$ cat src/rtl/result_status_pkg.sv
package result_status_pkg;

	// APB word addresses of the four result registers and the result-ready control register
	localparam logic [7:0] addr_command_result = 8'h00;
	localparam logic [7:0] addr_transfer_error = 8'h04;
	localparam logic [7:0] addr_data_field = 8'h08;
	localparam logic [7:0] addr_drive_line = 8'h0c;
	localparam logic [7:0] addr_outcome_ctrl = 8'h10;

	// Termination codes
	localparam logic [1:0] term_normal = 2'h0;
	localparam logic [1:0] term_abnormal = 2'h1;
	localparam logic [1:0] term_invalid = 2'h2;
	localparam logic [1:0] term_ready_change = 2'h3;

	// Step pulses allowed before recalibration gives up
	localparam logic [6:0] recal_step_limit = 7'h4d;
	localparam logic [7:0] bad_cylinder_value = 8'hff;
	localparam logic [7:0] status_reset = 8'h00;

	// Bit positions
	localparam int pos_positioning_complete = 5;
	localparam int pos_equipment_fault = 4;
	localparam int pos_drive_not_prepared = 3;

	// Drive-facing lines
	typedef struct packed {
		logic drive_fault_line;
		logic write_protect_line;
		logic ready_line;
		logic home_track_line;
		logic double_sided_line;
	} drive_lines_t;

	// Controller outputs to the drive
	typedef struct packed {
		logic side_select;
		logic unit_pick_high;
		logic unit_pick_low;
	} drive_select_t;

	// Event pulses from the command sequencer
	typedef struct packed {
		logic cmd_start;
		logic cmd_invalid;
		logic cmd_done;
		logic cmd_abort;
		logic is_seek;
		logic is_recal;
		logic is_rw;
		logic recal_step;
		logic beyond_last_sector;
		logic id_crc_fault;
		logic data_crc_fault;
		logic overrun;
		logic sector_missing;
		logic media_cyl_valid;
		logic [7:0] media_cylinder;
		logic [7:0] requested_cylinder;
		logic write_attempt;
		logic id_sync_missing;
		logic data_sync_missing;
		logic deleted_sector_seen;
		logic compare_equal_hit;
		logic compare_unmet;
	} seq_events_t;

endpackage
$ cat src/rtl/disk_controller_result_status.sv
// Register access over APB and the address map are this design's own decisions.
`timescale 1ns/1ps
// Overview of operation
// - Top two bits of first register hold the termination code.
// - Bit 5 of first register set when a seek or recalibrate finishes.
// - Bit 4 set on drive fault or no home track after 77 steps.
// - Bit 3 set for read/write to unready drive or side 1 single-sided.
// - Bit 2 of first register holds selected side at interrupt time.
// - Bits 1:0 of first register hold unit number at interrupt time.
// - Bit 7 of second register set on access past final sector.
// - Unused bits 6,3 of second and bit 7 of third read zero.
// - Bit 5 of second register set on any CRC fault.
// - Bit 4 of second register set on service overrun.
// - Bit 2 of second register set when sector or ID not found.
// - Bit 1 of second register set on write to protected drive.
// - Bit 0 of second set on missing ID or data mark.
// - Bit 6 of third register set on deleted-data mark seen.
// - Bit 5 of third register set on data field CRC fault.
// - Bit 4 of third set with sector-missing on cylinder mismatch.
// - Bit 3 of third register set on scan equal hit.
// - Bit 2 of third register set when scan condition unmet.
// - Bit 1 of third set with sector-missing when media cylinder is FF.
// - Bit 0 of third register set on missing data mark.
// - Fourth register mirrors fault, protect, ready, home, two-sided lines.
// - Fourth register mirrors side select and unit select outputs.
// - Undefined command gives 80H in first register, no interrupt.
module disk_controller_result_status
	import result_status_pkg::*;
(
	input wire logic ref_clk,
	input wire logic nrst,
	input wire logic psel,
	input wire logic penable,
	input wire logic pwrite,
	input wire logic [7:0] paddr,
	input wire logic [31:0] pwdata,
	output logic [31:0] prdata,
	output logic pready,
	output logic pslverr,
	input wire result_status_pkg::drive_lines_t drive_pins,
	input wire result_status_pkg::drive_select_t drive_select,
	input wire result_status_pkg::seq_events_t events,
	output logic result_ready,
	output logic irq_event
);
	import result_status_pkg::*;

	drive_lines_t lines;
	logic [7:0] cmd_res, xfer_err, data_fld, next_cmd_res, next_xfer_err, next_data_fld;
	logic [6:0] step_count, next_step_count;
	logic next_result_ready, next_irq_event;
	logic clear_req, next_clear_req;
	logic [31:0] next_prdata;
	logic access, mapped;

	line_sync #(.width(5)) u_sync (
		.ref_clk(ref_clk),
		.nrst(nrst),
		.raw(drive_pins),
		.clean(lines)
	);

	assign access = psel && penable;
	assign pready = 1'b1;
	assign mapped = (paddr == addr_command_result) || (paddr == addr_transfer_error) ||
		(paddr == addr_data_field) || (paddr == addr_drive_line) ||
		(paddr == addr_outcome_ctrl);
	assign pslverr = access && !mapped;

	// Result register update
	always_comb begin
		next_cmd_res = cmd_res;
		next_xfer_err = xfer_err;
		next_data_fld = data_fld;
		next_step_count = step_count;
		next_result_ready = result_ready;
		next_irq_event = 1'b0;
		next_clear_req = access && pwrite && (paddr == addr_outcome_ctrl) && pwdata[0];
		if (clear_req) begin
			next_result_ready = 1'b0;
		end
		if (events.cmd_start) begin
			next_cmd_res = status_reset;
			next_xfer_err = status_reset;
			next_data_fld = status_reset;
			next_step_count = '0;
			next_result_ready = 1'b0;
		end
		if (events.cmd_invalid) begin
			next_cmd_res = {term_invalid, 6'h00};
			next_result_ready = 1'b1;
		end else begin
			if (events.is_recal && events.recal_step && step_count != recal_step_limit) begin
				next_step_count = step_count + 7'h01;
			end
			if (lines.drive_fault_line && (events.is_rw || events.is_seek || events.is_recal)) begin
				next_cmd_res[pos_equipment_fault] = 1'b1;
			end
			if (events.is_rw && (!lines.ready_line ||
				(drive_select.side_select && !lines.double_sided_line))) begin
				next_cmd_res[pos_drive_not_prepared] = 1'b1;
			end
			if (events.beyond_last_sector) next_xfer_err[7] = 1'b1;
			if (events.id_crc_fault || events.data_crc_fault) next_xfer_err[5] = 1'b1;
			if (events.overrun) next_xfer_err[4] = 1'b1;
			if (events.sector_missing) next_xfer_err[2] = 1'b1;
			if (events.write_attempt && lines.write_protect_line) next_xfer_err[1] = 1'b1;
			if (events.id_sync_missing || events.data_sync_missing) next_xfer_err[0] = 1'b1;
			if (events.deleted_sector_seen) next_data_fld[6] = 1'b1;
			if (events.data_crc_fault) next_data_fld[5] = 1'b1;
			if (events.media_cyl_valid && events.media_cylinder != events.requested_cylinder) begin
				next_xfer_err[2] = 1'b1;
				next_data_fld[4] = 1'b1;
				if (events.media_cylinder == bad_cylinder_value) begin
					next_data_fld[1] = 1'b1;
				end
			end
			if (events.compare_equal_hit) next_data_fld[3] = 1'b1;
			if (events.compare_unmet) next_data_fld[2] = 1'b1;
			if (events.data_sync_missing) next_data_fld[0] = 1'b1;
			if (events.cmd_done || events.cmd_abort) begin
				if (events.cmd_abort) begin
					next_cmd_res[7:6] = term_ready_change;
				end else if (next_cmd_res[4:3] != 2'h0 || next_xfer_err != 8'h00 ||
					(next_data_fld[6:0] & 7'h33) != 7'h00) begin
					next_cmd_res[7:6] = term_abnormal;
				end else begin
					next_cmd_res[7:6] = term_normal;
				end
				if (events.is_seek || events.is_recal) begin
					next_cmd_res[pos_positioning_complete] = 1'b1;
				end
				if (events.is_recal && !lines.home_track_line &&
					(step_count == recal_step_limit)) begin
					next_cmd_res[pos_equipment_fault] = 1'b1;
					next_cmd_res[7:6] = term_abnormal;
				end
				next_cmd_res[2] = drive_select.side_select;
				next_cmd_res[1] = drive_select.unit_pick_high;
				next_cmd_res[0] = drive_select.unit_pick_low;
				next_result_ready = 1'b1;
				next_irq_event = 1'b1;
			end
		end
		next_xfer_err[6] = 1'b0;
		next_xfer_err[3] = 1'b0;
		next_data_fld[7] = 1'b0;
	end

	// Register read mux
	always_comb begin
		next_prdata = prdata;
		if (psel && !penable && !pwrite) begin
			unique case (paddr)
				addr_command_result: next_prdata = {24'h000000, cmd_res};
				addr_transfer_error: next_prdata = {24'h000000, xfer_err};
				addr_data_field: next_prdata = {24'h000000, data_fld};
				addr_drive_line: next_prdata = {24'h000000, lines, drive_select};
				addr_outcome_ctrl: next_prdata = {31'h00000000, result_ready};
				default: next_prdata = 32'h00000000;
			endcase
		end
	end

	always_ff @(posedge ref_clk or negedge nrst) begin
		if (!nrst) begin
			cmd_res <= status_reset;
			xfer_err <= status_reset;
			data_fld <= status_reset;
			step_count <= '0;
			result_ready <= 1'b0;
			irq_event <= 1'b0;
			clear_req <= 1'b0;
			prdata <= 32'h00000000;
		end else begin
			cmd_res <= next_cmd_res;
			xfer_err <= next_xfer_err;
			data_fld <= next_data_fld;
			step_count <= next_step_count;
			result_ready <= next_result_ready;
			irq_event <= next_irq_event;
			clear_req <= next_clear_req;
			prdata <= next_prdata;
		end
	end
endmodule // disk_controller_result_status

$ cat src/rtl/line_sync.sv
`timescale 1ns/1ps
module line_sync #(
	parameter int width = 8
) (
	input wire logic ref_clk,
	input wire logic nrst,
	input wire logic [width-1:0] raw,
	output logic [width-1:0] clean
);
	logic [width-1:0] s1, s2, s3, next_clean;

	always_comb begin
		next_clean = clean;
		for (int i = 0; i < width; i++) begin
			if (s2[i] == s3[i]) begin
				next_clean[i] = s2[i];
			end
		end
	end

	always_ff @(posedge ref_clk or negedge nrst) begin
		if (!nrst) begin
			s1 <= '0;
			s2 <= '0;
			s3 <= '0;
			clean <= '0;
		end else begin
			s1 <= raw;
			s2 <= s1;
			s3 <= s2;
			clean <= next_clean;
		end
	end
endmodule // line_sync

$ cat config.mk
export PLATFORM = sky130hd
export DESIGN_NAME = disk_controller_result_status
export DESIGN_NICKNAME = d
export VERILOG_FILES = /design/src/rtl/result_status_pkg.sv /design/src/rtl/disk_controller_result_status.sv /design/src/rtl/line_sync.sv
export SDC_FILE = /design/constraint.sdc
export NUM_CORES = 1
export LEC_CHECK = 0
export BUFFER_PORTS_ARGS = -buffer_cell sky130_fd_sc_hd__buf_2
export CORE_UTILIZATION = 31
export CTS_CLUSTER_SIZE = 8
export DETAILED_ROUTE_END_ITERATION = 8
export GPL_ROUTABILITY_DRIVEN = 0
export HOLD_SLACK_MARGIN = 0.1
export REMOVE_ABC_BUFFERS = 1
export SETUP_SLACK_MARGIN = 0.3
export SLEW_MARGIN = 20
export SYNTH_ARGS = -nofsm -noshare
export SYNTH_HDL_FRONTEND = slang
export SYNTH_SLANG_ARGS = --single-unit
$ cat constraint.sdc
create_clock -name ref_clk -period 2.26 [get_ports ref_clk]
set_clock_uncertainty 0.2 [all_clocks]
set_input_delay 0.226 -clock ref_clk [delete_from_list [all_inputs] [get_ports ref_clk]]
set_output_delay 0.226 -clock ref_clk [all_outputs]
set_load 0.1 [all_outputs]
### Yosys cells after proc, flatten, opt, wreduce, memory -nomap -nowiden

Cells that the tools add are included.

* register bits: 83
* bits in latches: 0
* bits in writable memories: 0
* ROM bits: 0
* input port bits: 89
* output and inout port bits: 36
* memories: 0

* add/subtract/negate cells: 1
* $mul: 0
* div/mod/pow operators: 0
* order comparisons: 0
* eq/ne operators: 13
* shift operators: 0
* multiplexer cells: 54
* bitwise operators: 0
* reduce and logical (&&, ||, !) cells: 41

Operator list (number)
* one-hot mux 8 bit (5 select lines): 1
* 2-to-1 mux 1 bit: 39
* 2-to-1 mux 7 bit: 5
* 2-to-1 mux 8 bit: 3
* equality test 8 x 4 -> 1 bit (second input constant): 2
* logical AND 1 bit: 16
* logical OR 1 bit: 13
* equality test 8 x 3 -> 1 bit (second input constant): 1
* equality test 8 x 5 -> 1 bit (second input constant): 1
* equality test 8 bit (second input constant): 1
* zero test 8 bit: 1
* != test 8 bit: 1
* nonzero test 8 bit: 1
* adder 7 x 1 -> 7 bit (second input constant): 1
* equality test 7 bit (second input constant): 1
* != test 7 bit (second input constant): 1
* nonzero test 7 bit: 1
* zero test 1 bit: 6
* 2-to-1 mux 2 bit: 3
* 2-to-1 mux 3 bit: 2
* equality test 1 bit: 5
* 2-to-1 mux 4 bit: 1
* nonzero test 4 bit: 1
* nonzero test 3 bit: 1
* nonzero test 2 bit: 1

### Logic depth before layout (Yosys ltp)

Gate-level depths: netlist of run 1.

* depth after elaboration: 14
* gate-level depth with buffers: 8

### Modules after synthesis

A second synthesis of run 1 with hierarchy kept.

* cells, all modules: 264
* area total of the unflattened synthesis: 2775.2 µm²

By module, submodules not included
* disk_controller_result_status: times used 1, cells each 239, area an instance 2218.4 µm², seq. area each 975.9 µm²
* line_sync: times used 1, cells each 25, area an instance 556.8 µm², seq. area each 500.5 µm²

### Worst setup path after synthesis of run 1

No wires, ideal clock.

* kind: input to output
* start: input port paddr[2]
* end: output port pslverr
* arrival: 2.098 ns
* setup slack: -0.264 ns
* cell stages on the path: 5
* buffers on the path: 2
* path through: clkbuf_1 -> buf_2 -> or2_2 -> a21oi_1 -> nor2_1

* longest elaborated chain between the ends: 7
* elaborated cells on any way between the ends: 11

RTL lines
* from (decl): line disk_controller_result_status.sv:35 `input wire logic [7:0] paddr,`
* equality test 8 x 3 -> 1 bit or zero test 8 bit (tied branches): line disk_controller_result_status.sv:65 `assign mapped = (paddr == addr_command_result) || (paddr == addr_transfer_error) ||`
* logical OR 1 bit (2 in series): line disk_controller_result_status.sv:65
* logical OR 1 bit: line disk_controller_result_status.sv:66 `(paddr == addr_data_field) || (paddr == addr_drive_line) ||`
* logical OR 1 bit (*): line disk_controller_result_status.sv:66
* zero test 1 bit (*): line disk_controller_result_status.sv:68 `assign pslverr = access && !mapped;`
* logical AND 1 bit (*): line disk_controller_result_status.sv:68
* to (decl): line disk_controller_result_status.sv:39 `output logic pslverr,`

Mark *: on every way between the ends. The rest lies on a longest branch, timed or not.

### Worst setup path after layout of run 1

* start: input port events[15] (netlist name)
* end: register cmd_res[6]

* longest elaborated chain between the ends: 12
* elaborated cells on any way between the ends: 19

RTL lines
* from (decl): line disk_controller_result_status.sv:42 `input wire result_status_pkg::seq_events_t events,`
* != test 8 bit: line disk_controller_result_status.sv:111 `if (events.media_cyl_valid && events.media_cylinder != events.requested_cylinder) begin`
* logical AND 1 bit: line disk_controller_result_status.sv:111
* 2-to-1 mux 1 bit: line disk_controller_result_status.sv:111
* 2-to-1 mux 1 bit: line disk_controller_result_status.sv:89 `if (events.cmd_invalid) begin`
* nonzero test 8 bit: line disk_controller_result_status.sv:124 `end else if (next_cmd_res[4:3] != 2'h0 || next_xfer_err != 8'h00 ||`
* logical OR 1 bit: line disk_controller_result_status.sv:124
* logical OR 1 bit (*): line disk_controller_result_status.sv:124
* 2-to-1 mux 1 bit (*): line disk_controller_result_status.sv:124
* 2-to-1 mux 2 bit (*): line disk_controller_result_status.sv:122 `if (events.cmd_abort) begin`
* 2-to-1 mux 2 bit (*): line disk_controller_result_status.sv:133 `if (events.is_recal && !lines.home_track_line &&`
* 2-to-1 mux 4 bit (*): line disk_controller_result_status.sv:121 `if (events.cmd_done || events.cmd_abort) begin`
* 2-to-1 mux 8 bit (*): line disk_controller_result_status.sv:89
* to (signal assigned): line disk_controller_result_status.sv:167 `cmd_res <= status_reset;`
* to (signal assigned): line disk_controller_result_status.sv:176 `cmd_res <= next_cmd_res;`
* to (decl): line disk_controller_result_status.sv:49 `logic [7:0] cmd_res, xfer_err, data_fld, next_cmd_res, next_xfer_err, next_data_fld;`

Mark *: on every way between the ends. The rest lies on a longest branch, timed or not. The select of a mux whose other input is x is not followed.
A chain may end at the register's enable or synchronous reset.

==> results of run 1 <==
## per-stage QoR
stage	utilization, %	setup WS (ns)	std cells	instance area [sq um]	power [mW]
after floorplan	-	0.186	248	2620	1.47
after global placement	36.5	0.317	431	3160	1.62
after detailed placement	36.5	0.246	431	3160	1.62
after CTS	44.2	0.302	492	3830	2.71
after global routing	44.2	0.303	491	3830	2.82
final	44.2	0.383	491	3830	2.68
## flip-flops by register name (all words and copies together), names as in the netlist
name          count
clear_req         1
cmd_res           8
data_fld          7
irq_event         1
prdata            8
result_ready      1
step_count        7
u_sync.clean      5
u_sync.s1         5
u_sync.s2         5
u_sync.s3         5
xfer_err          6
## cell usage after synthesis (2+ instances only)
master / number
dfrtp_1: 59
buf_4: 25
o21ai_0: 23
nand2_1: 21
nor2_1: 18
a22o_1: 9
xnor2_1: 9
inv_1: 8
a22oi_1: 7
nand3_1: 6
nand4_1: 6
a221o_2: 5
maj3_1: 5
clkbuf_1: 4
nand2b_1: 4
nor2b_1: 4
a21oi_1: 3
mux2_2: 3
nor4_1: 3
o2bb2ai_1: 3
o31ai_1: 3
buf_2: 2
conb_1: 2
ha_1: 2
mux2i_1: 2
o22ai_1: 2
o31a_1: 2
## power groups by stage
stage / registers, mW / clock network [mW] / logic, mW
2_1_floorplan: 1.18 / 0 / 0.295
3_3_place_gp: 1.17 / 0 / 0.448
3_5_place_dp: 1.17 / 0 / 0.453
4_1_cts: 1.15 / 1.04 / 0.517
5_1_grt: 1.16 / 1.10 / 0.558
6_report: 1.15 / 1.01 / 0.517
## worst max-delay path by stage
stage | start | end | cells past startpoint
final | events[15] | cmd_res[6] | 7
after global routing | events[14] | cmd_res[6] | 7
after CTS | step_count[0] | step_count[5] | 6
after detailed placement | step_count[0] | step_count[5] | 6
after global placement | step_count[0] | step_count[2] | 6
after floorplan | paddr[0] | pslverr | 4
## placed cells by master (no fill, tap or decap), types with 5 or more instances in the layout
cell type / count
a221o_2: 5
a22o_1: 9
a22oi_1: 7
buf_2: 68
buf_4: 7
clkbuf_8: 13
conb_1: 25
dfrtp_1: 59
dlygate4sd3_1: 43
inv_1: 8
maj3_1: 5
nand2_1: 21
nand3_1: 6
nand4_1: 6
nor2_1: 18
o21ai_0: 19
o21ai_1: 5
xnor2_1: 9
## worst reg2reg max path, delay by kind of cell (launching register included)
kind / cells / cell delay [ns]
and+or+nand+nor: 2 / 0.76
DFF: 1 / 0.40
AOI/OAI and AO/OA: 2 / 0.40
## area by class of cell
class                           count  area (sq um)
Inverter                            9          33.8
Sequential cell                    59          1480
Clock buffer                       14           183
Fill cell                         848          4850
Timing Repair Buffer              120           855
Multi-Input combinational cell    180          1120
Clock inverter                      1          30.0
Tap cell                          108           135
## what timing repair did
action                     4_1_cts  5_1_grt
hold buffers                    44        0
pin swaps                        0        1
hold endpoints to repair        52        0
resized for setup                0        6
buffers inserted                 2        0
setup endpoints to repair        4        6
## per-layer routing
layer / global-route usage, % / vias to the layer above / part of all wire, %
met5: 0 / - / 0
met4: 7.23 / 0 / 1.6
met3: 5.01 / 10 / 6.1
met2: 24.3 / 76 / 47
met1: 19.8 / 1094 / 45
li1: - / 1112 / -
## cells by family (layout without fill, tap and decap cells)
family	Yosys count	after routing	synth area share, %
compound gates	62	62	15.9
xor+xnor	9	9	2.85
fa+ha+maj	7	7	2.72
buf+inv	41	144	9.33
flops	59	59	53.5
mux	5	5	1.95
other cells	2	25	0.272
simple gates	72	72	13.5
==> run summary, run 1 <==
Drt pass-1 iters: 6
TritonCTS clock tree: built
CP cell instances: dlygate4sd3_1 > buf_2 > xnor2_1 > nand4_1 > o21ai_0 > nand4b_1 > o31a_1
Initial antenna violation count: 0
CP delay by family, top: buffers and inverters
PortBufs: 68
Starting Density: 31.8%
Clock power share: 37.6%
Comb power frac: 19.3%
Worst-path clk slew: 0.07 ns
Gr usage total: 15.6%
N_diodes: 0
Area delta synth->final: 38.8%
Syn_area_per_cell: 10.7 sq um
Max IR drop VDD: 0.000313 V
R2R depth: 4
CP Capture Type: flip-flop
Global route overflow: 0
Rel. slew slack: 58.6%
CTS buffer count: 9
DRC Markers: 0
Starting DRT DRC Count: 92
H-tree level count: 3
Ys flop type: dfrtp_1
Asr flop ratio synth: 100%
Worst slew pin tran: 0.621 ns
First-pass GRT wire length: 10600 um
CP Launch Type: input pin
Die width: 96.4 um
Worst EP arrival: 1.90 ns
Ys Warns: 0
Sequential power share: 43.1%
Final worst path period share: 83.1%
Slowest CP cell: dlygate4sd3_1
Final min period: 1.88 ns
Worst reg2reg path endpoint: cmd_res[6]
Critical Path RT: 2.28 ns
Hold worst-path end: prdata[0]
Sequential area share after synthesis: 53.5%
Cell Int Power: 1.90 mW
Cell count after synthesis: 257
Clock sinks: 59
Final Max Slew Viols: 0
Root buf cell: clkbuf_8
Total die area: 9290 sq um
Area of the mapped netlist: 2760 sq um
Max Cap Violations: 0
Power Density: 698 nW/um^2
Post-synth EDFFs: 0
Setup tns final: 0 ns
Remaining antenna violation count: 0
Final-report hold violation count: 0
Worst-Skew Late Latency: 0.33 ns
Hold Path Stages: 4
Switching share of total power: 28.8%
Setup slack, reg-to-reg: 0.39 ns
WHS: 0.101 ns
Cell row count: 34
Vias in the first global route: 2190
Yosys cell types: 44
Final net count: 470
IO Pins: 125
Clk buf depth: 2
Setup-failing EPs final: 0
Detailed placement HPWL: 4670 um
Flip-flop and latch count after synthesis: 59
Layout cells sized above 1: 27.4%
CP bufs+invs: 2
Routed vias: 2292
Leak pwr: 1.78 nW
DR vias/cell: 4.67
Crit-path max cell delay: 0.54 ns
Area share of the largest cell type after synthesis: 53.5%
Psw: 770 uW
DR WL/cell: 13.7 um
Status: finished clean
Synth area leader: dfrtp_1
RSZ-0062 raised after global routing: no
Area contributors post-synth: dfrtp_1 53%, buf_4 6.8%, o21ai_0 4.2%, a22o_1 2.9%, nand2_1 2.9%
Hold Crit Class: in2reg
Crit path kind: in2reg
Hold Path Origin: paddr[4]
Core area: 8680 sq um
Total wire length: 6750 um
Reg-to-Reg Start: data_fld[4]
CP max FO: 3
Die height: 96.4 um
Fmax: 0.533 GHz
Largest net degree at the start of global routing: 36
(Power assumes the default switching activity.)
==> run 2, diff against run 1 <==
Clock period 2.26 ns to 1.9 ns, I/O delays scaled along.
==> run 2 against run 1 <==
Net effect:
- cell area rose by 2.4%
- count of clock-buffer cells in the layout unchanged
- die area unchanged
- total power up 13%
- flip-flop and latch count unchanged
- global-route usage is 1.1 points higher
- critical endpoint unchanged
==> run summary, run 2 (synthesized netlist as in run 1, its figures left out) <==
Status: finished clean
Total die area: 9290 sq um
Met3 WL: 412 um
Clk buf depth: 2
Detailed placement HPWL: 4920 um
Setup-failing EPs final: 0
Final min period: 1.83 ns
Clock sinks: 59
Sequential power share: 45.5%
CP max FO: 2
Switching share of total power: 31.1%
Final worst path period share: 96.3%
FF/Latch Area: 1480 sq um
Worst-Skew Late Latency: 0.33 ns
Most common cell after layout, fill and taps aside: buf_2
Global route overflow: 0
Die width: 96.4 um
Die height: 96.4 um
Worst EP arrival: 1.85 ns
Crit path kind: reg2reg
Cell row count: 34
Max Cap Violations: 0
Top layer in use: met4
Largest net degree at the start of global routing: 39
DR WL/cell: 14.4 um
Most frequent cells in the layout: 66 x buf_2, 59 x dfrtp_1, 44 x dlygate4sd3_1
Routed vias: 2366
Post-route cell area: 3930 sq um
H-tree level count: 3
Core area: 8680 sq um
Clock power share: 33.1%
Initial antenna violation count: 0
Largest regs: cmd_res (8), prdata (8)
Max IR drop VDD: 0.000381 V
Power Density: 769 nW/um^2
WL met1: 3100 um
Cell Int Power: 2.08 mW
Root buf cell: clkbuf_8
DR vias/cell: 4.76
CTS buffer count: 9
Total wire length: 7180 um
Worst slew pin tran: 0.526 ns
Starting Density: 31.8%
Leak pwr: 1.80 nW
Final Total Pwr: 3.02 mW
Comb power frac: 21.3%
Final core occ: 45.2%
Starting DRT DRC Count: 58
Fill count: 850
Drt pass-1 iters: 6
Post-place instance area: 3220 sq um
WL met2: 3620 um
Rel. slew slack: 64.8%
CP Launch Type: flip-flop
Final-report hold violation count: 0
TritonCTS clock tree: built
DRC Markers: 0
Vias in the first global route: 2313
Critical Path RT: 1.92 ns
Fmax: 0.546 GHz
N_diodes: 0
First-pass GRT wire length: 11400 um
Final net count: 475
Footprint of the multi-input gates: 1190 sq um
Area delta synth->final: 42.2%
RSZ-0062 raised after global routing: yes
Gr usage total: 16.8%
Worst-path clk slew: 0.06 ns
Hold Crit Class: in2reg
Layout cells sized above 1: 31.4%
CP Capture Type: flip-flop
IO Pins: 125
PortBufs: 68
Psw: 940 uW
Remaining antenna violation count: 0
Final Max Slew Viols: 0
## run 2: power by group through the flow
stage	Clock [mW]	Sequential [mW]	Combinational, mW
finish	1.00	1.37	0.645
global route	1.10	1.38	0.692
CTS	1.03	1.37	0.632
detailed placement	0	1.39	0.555
global placement	0	1.39	0.548
floorplan	0	1.40	0.351
## run 2: layout make-up
class	count	share of cell area, %
well taps	108	3.44
multi-input cells	180	30.4
clock buffers	14	4.14
flip-flops and latches	59	37.6
clock inverters	2	0.255
inverters	9	0.860
repair buffers	125	23.3
## run 2: worst max-delay path, stage by stage, from the launching register on
cell     delay [ns]
dfrtp_1        0.40
or4_4          0.53
nor4_4         0.24
o21ai_1        0.11
o31a_1         0.24
## run 2: layer usage
layer,GRT usage [%],vias up
met5,0,-
met4,4.41,0
met3,5.24,4
met2,28.4,85
met1,20.7,1155
li1,-,1122
## run 2: metrics by stage
| step | std cells | setup TNS, ns | setup WS, ns | hold WS (ns) |
|---|---|---|---|---|
| 2_1_floorplan | 248 | -0.645 | -0.132 | -0.306 |
| 3_3_place_gp | 436 | -0.00152 | -0.00152 | -0.123 |
| 3_5_place_dp | 436 | -0.0723 | -0.0287 | -0.122 |
| 4_1_cts | 497 | 0 | 0.0931 | 0.103 |
| 5_1_grt | 497 | 0 | 0.00640 | 0.137 |
| 6_report | 497 | 0 | 0.0696 | 0.116 |
## run 2: worst paths after layout
check / cells after the start / startpoint / slack, ns / endpoint
worst max-delay path: 4 / data_fld[4] / 0.07 / cmd_res[6]
worst min-delay path: 4 / psel / 0.12 / prdata[0]
worst max register to register: 4 / data_fld[4] / 0.07 / cmd_res[6]
worst min register to register: 0 / u_sync.s1[1] / 0.14 / u_sync.s2[1]
max in group asynchronous: 3 / nrst / 0.52 / prdata[3]
min in group asynchronous: 3 / nrst / 0.20 / u_sync.s3[3]
## run 2: what timing repair did
item	CTS	global route
setup endpoints to repair	10	15
endpoints found under the hold margin	89	0
setup buffers	1	0
hold buffers	44	0
pin swaps	9	4
resized for setup	15	13
==> run 3, diff against run 2 <==
Settings changed: CORE_MARGIN set to 2, REMOVE_ABC_BUFFERS 1 to unset.
==> run 3 against run 2 <==
Net effect:
- worst hold slack got worse by 0.022 ns
- cell area about the same
- critical path depth up 3
- cell count rose by 1.2%
- utilization about the same
- sequential power about the same
- worst setup slack worse by 0.00085 ns
- count of clock-buffer cells in the layout decreased by 3
- flip-flop and latch count unchanged
==> run summary, run 3 (synthesized netlist as in run 1, its figures left out) <==
Detailed placement HPWL: 4950 um
Cell row count: 34
RSZ-0062 raised after global routing: yes
Setup tns final: 0 ns
Starting DRT DRC Count: 65
DRC Markers: 0
Largest net degree at the start of global routing: 34
Worst EP arrival: 1.86 ns
H-tree level count: 3
Switching share of total power: 32.0%
Rel. slew slack: 66.1%
Clock sinks: 59
Area delta synth->final: 42.1%
Sequential power share: 45.7%
Die height: 98.4 um
Worst-path clk slew: 0.08 ns
Max IR drop VDD: 0.000453 V
Status: finished clean
Final worst path period share: 96.4%
Crit path kind: in2reg
Hold Path Stages: 3
First-pass GRT wire length: 11400 um
Grt met3 use: 4.87%
Initial antenna violation count: 0
Worst-Skew Late Latency: 0.35 ns
Most common cell after layout, fill and taps aside: buf_2
Comb power frac: 21.3%
Critical Path RT: 1.93 ns
Starting Density: 31.8%
Setup-failing EPs final: 0
IO Pins: 125
Psw: 960 uW
DR vias/cell: 4.63
Root buf cell: clkbuf_8
Layout cells sized above 1: 30.9%
Final-report hold violation count: 0
Leak pwr: 1.81 nW
CP Launch Type: input pin
N_diodes: 0
R2R depth: 8
Drt pass-1 iters: 4
Fmax: 0.546 GHz
Largest regs: cmd_res (8), prdata (8)
Post-route cell area: 3930 sq um
Power Density: 764 nW/um^2
CP max FO: 3
Max Cap Violations: 0
GRT Max-Usage Layer: met2
CP Capture Type: flip-flop
Cell Int Power: 2.04 mW
Global route overflow: 0
Clk buf depth: 2
Most frequent cells in the layout: 67 x buf_2, 58 x dfrtp_1, 46 x dlygate4sd3_1
Routed vias: 2328
Die width: 98.4 um
Vias in the first global route: 2261
Total die area: 9680 sq um
TritonCTS clock tree: built
Clock power share: 32.9%
Met2 GRT Util: 24.5%
Remaining antenna violation count: 0
CTS buffer count: 9
Total wire length: 7180 um
Core area: 8680 sq um
Final min period: 1.83 ns
Setup slack, reg-to-reg: 0.08 ns
Hold Crit Class: in2reg
Worst slew pin tran: 0.508 ns
Final net count: 481
Post-place instance area: 3210 sq um
Final Max Slew Viols: 0
Fill count: 862
PortBufs: 68
DR WL/cell: 14.3 um
Gr usage total: 15.2%
Met1 Usage GRT: 19.7%
[run 3: cell count changes in the layout (fill, tap and decap cells not counted), sizes merged]
cell	change
buf	+4
clkbuf	-4
clkinvlp	+2
dlygate4sd3	+2
clkinv	+1
dlymetal6s4s	+1
[run 3: metrics by stage]
step / std cells / total power [mW] / utilization, % / setup slack (ns) / hold WS, ns
2_1_floorplan: 280 / 1.81 / - / 0.119 / -0.306
3_3_place_gp: 435 / 1.93 / 36.9 / 0.104 / -0.0675
3_5_place_dp: 435 / 1.94 / 36.9 / 0.0297 / -0.0638
4_1_cts: 499 / 3.02 / 44.5 / 0.0906 / -0.0689
5_1_grt: 503 / 3.15 / 45.2 / 0.0173 / 0.0838
6_report: 503 / 3.00 / 45.2 / 0.0687 / 0.0937
[run 3: worst paths after layout]
check | startpoint | endpoint
max | events[32] | cmd_res[5]
min | events[34] | irq_event
max reg2reg | step_count[1] | step_count[4]
min reg2reg | u_sync.s1[2] | u_sync.s2[2]
max in group asynchronous | nrst | data_fld[1]
min in group asynchronous | nrst | xfer_err[0]
[run 3: layout make-up]
| type | count | area [sq um] | area share (%) |
|---|---|---|---|
| clock buffer | 11 | 141 | 3.60 |
| clock inverter | 5 | 30.0 | 0.765 |
| inverter | 9 | 33.8 | 0.861 |
| multi-input combinational | 180 | 1150 | 29.4 |
| sequential | 59 | 1480 | 37.6 |
| tap | 108 | 135 | 3.44 |
| timing repair buffer | 131 | 952 | 24.3 |
[run 3: what timing repair did]
item | 4_1_cts | 5_1_grt
pin swaps | 3 | 2
hold buffers | 45 | 3
gates cloned | 0 | 0
buffers inserted | 3 | 2
endpoints found under the hold margin | 88 | 4
resized for setup | 5 | 7
setup endpoints to repair | 10 | 22
[run 3: power by group through the flow]
| stage | registers, mW | logic [mW] | clock network (mW) |
|---|---|---|---|
| 6_report | 1.37 | 0.640 | 0.988 |
| 3_3_place_gp | 1.39 | 0.540 | 0 |
| 2_1_floorplan | 1.40 | 0.406 | 0 |
| 5_1_grt | 1.38 | 0.680 | 1.09 |
| 3_5_place_dp | 1.39 | 0.546 | 0 |
| 4_1_cts | 1.37 | 0.628 | 1.02 |
[run 3: per-layer routing]
| metal | up-vias | share of wire [%] |
|---|---|---|
| met5 | - | 0 |
| met4 | 0 | 1.3 |
| met3 | 8 | 5.7 |
| met2 | 69 | 49 |
| met1 | 1112 | 44 |
| li1 | 1139 | - |
[run 3: critical path, cell delays in order]
cell and delay (ns):
buf_2 0.12, dlygate4sd3_1 0.59, nor2_1 0.20, nor2_2 0.08, o21ai_0 0.06, dlygate4sd3_1 0.56, nand2_1 0.05
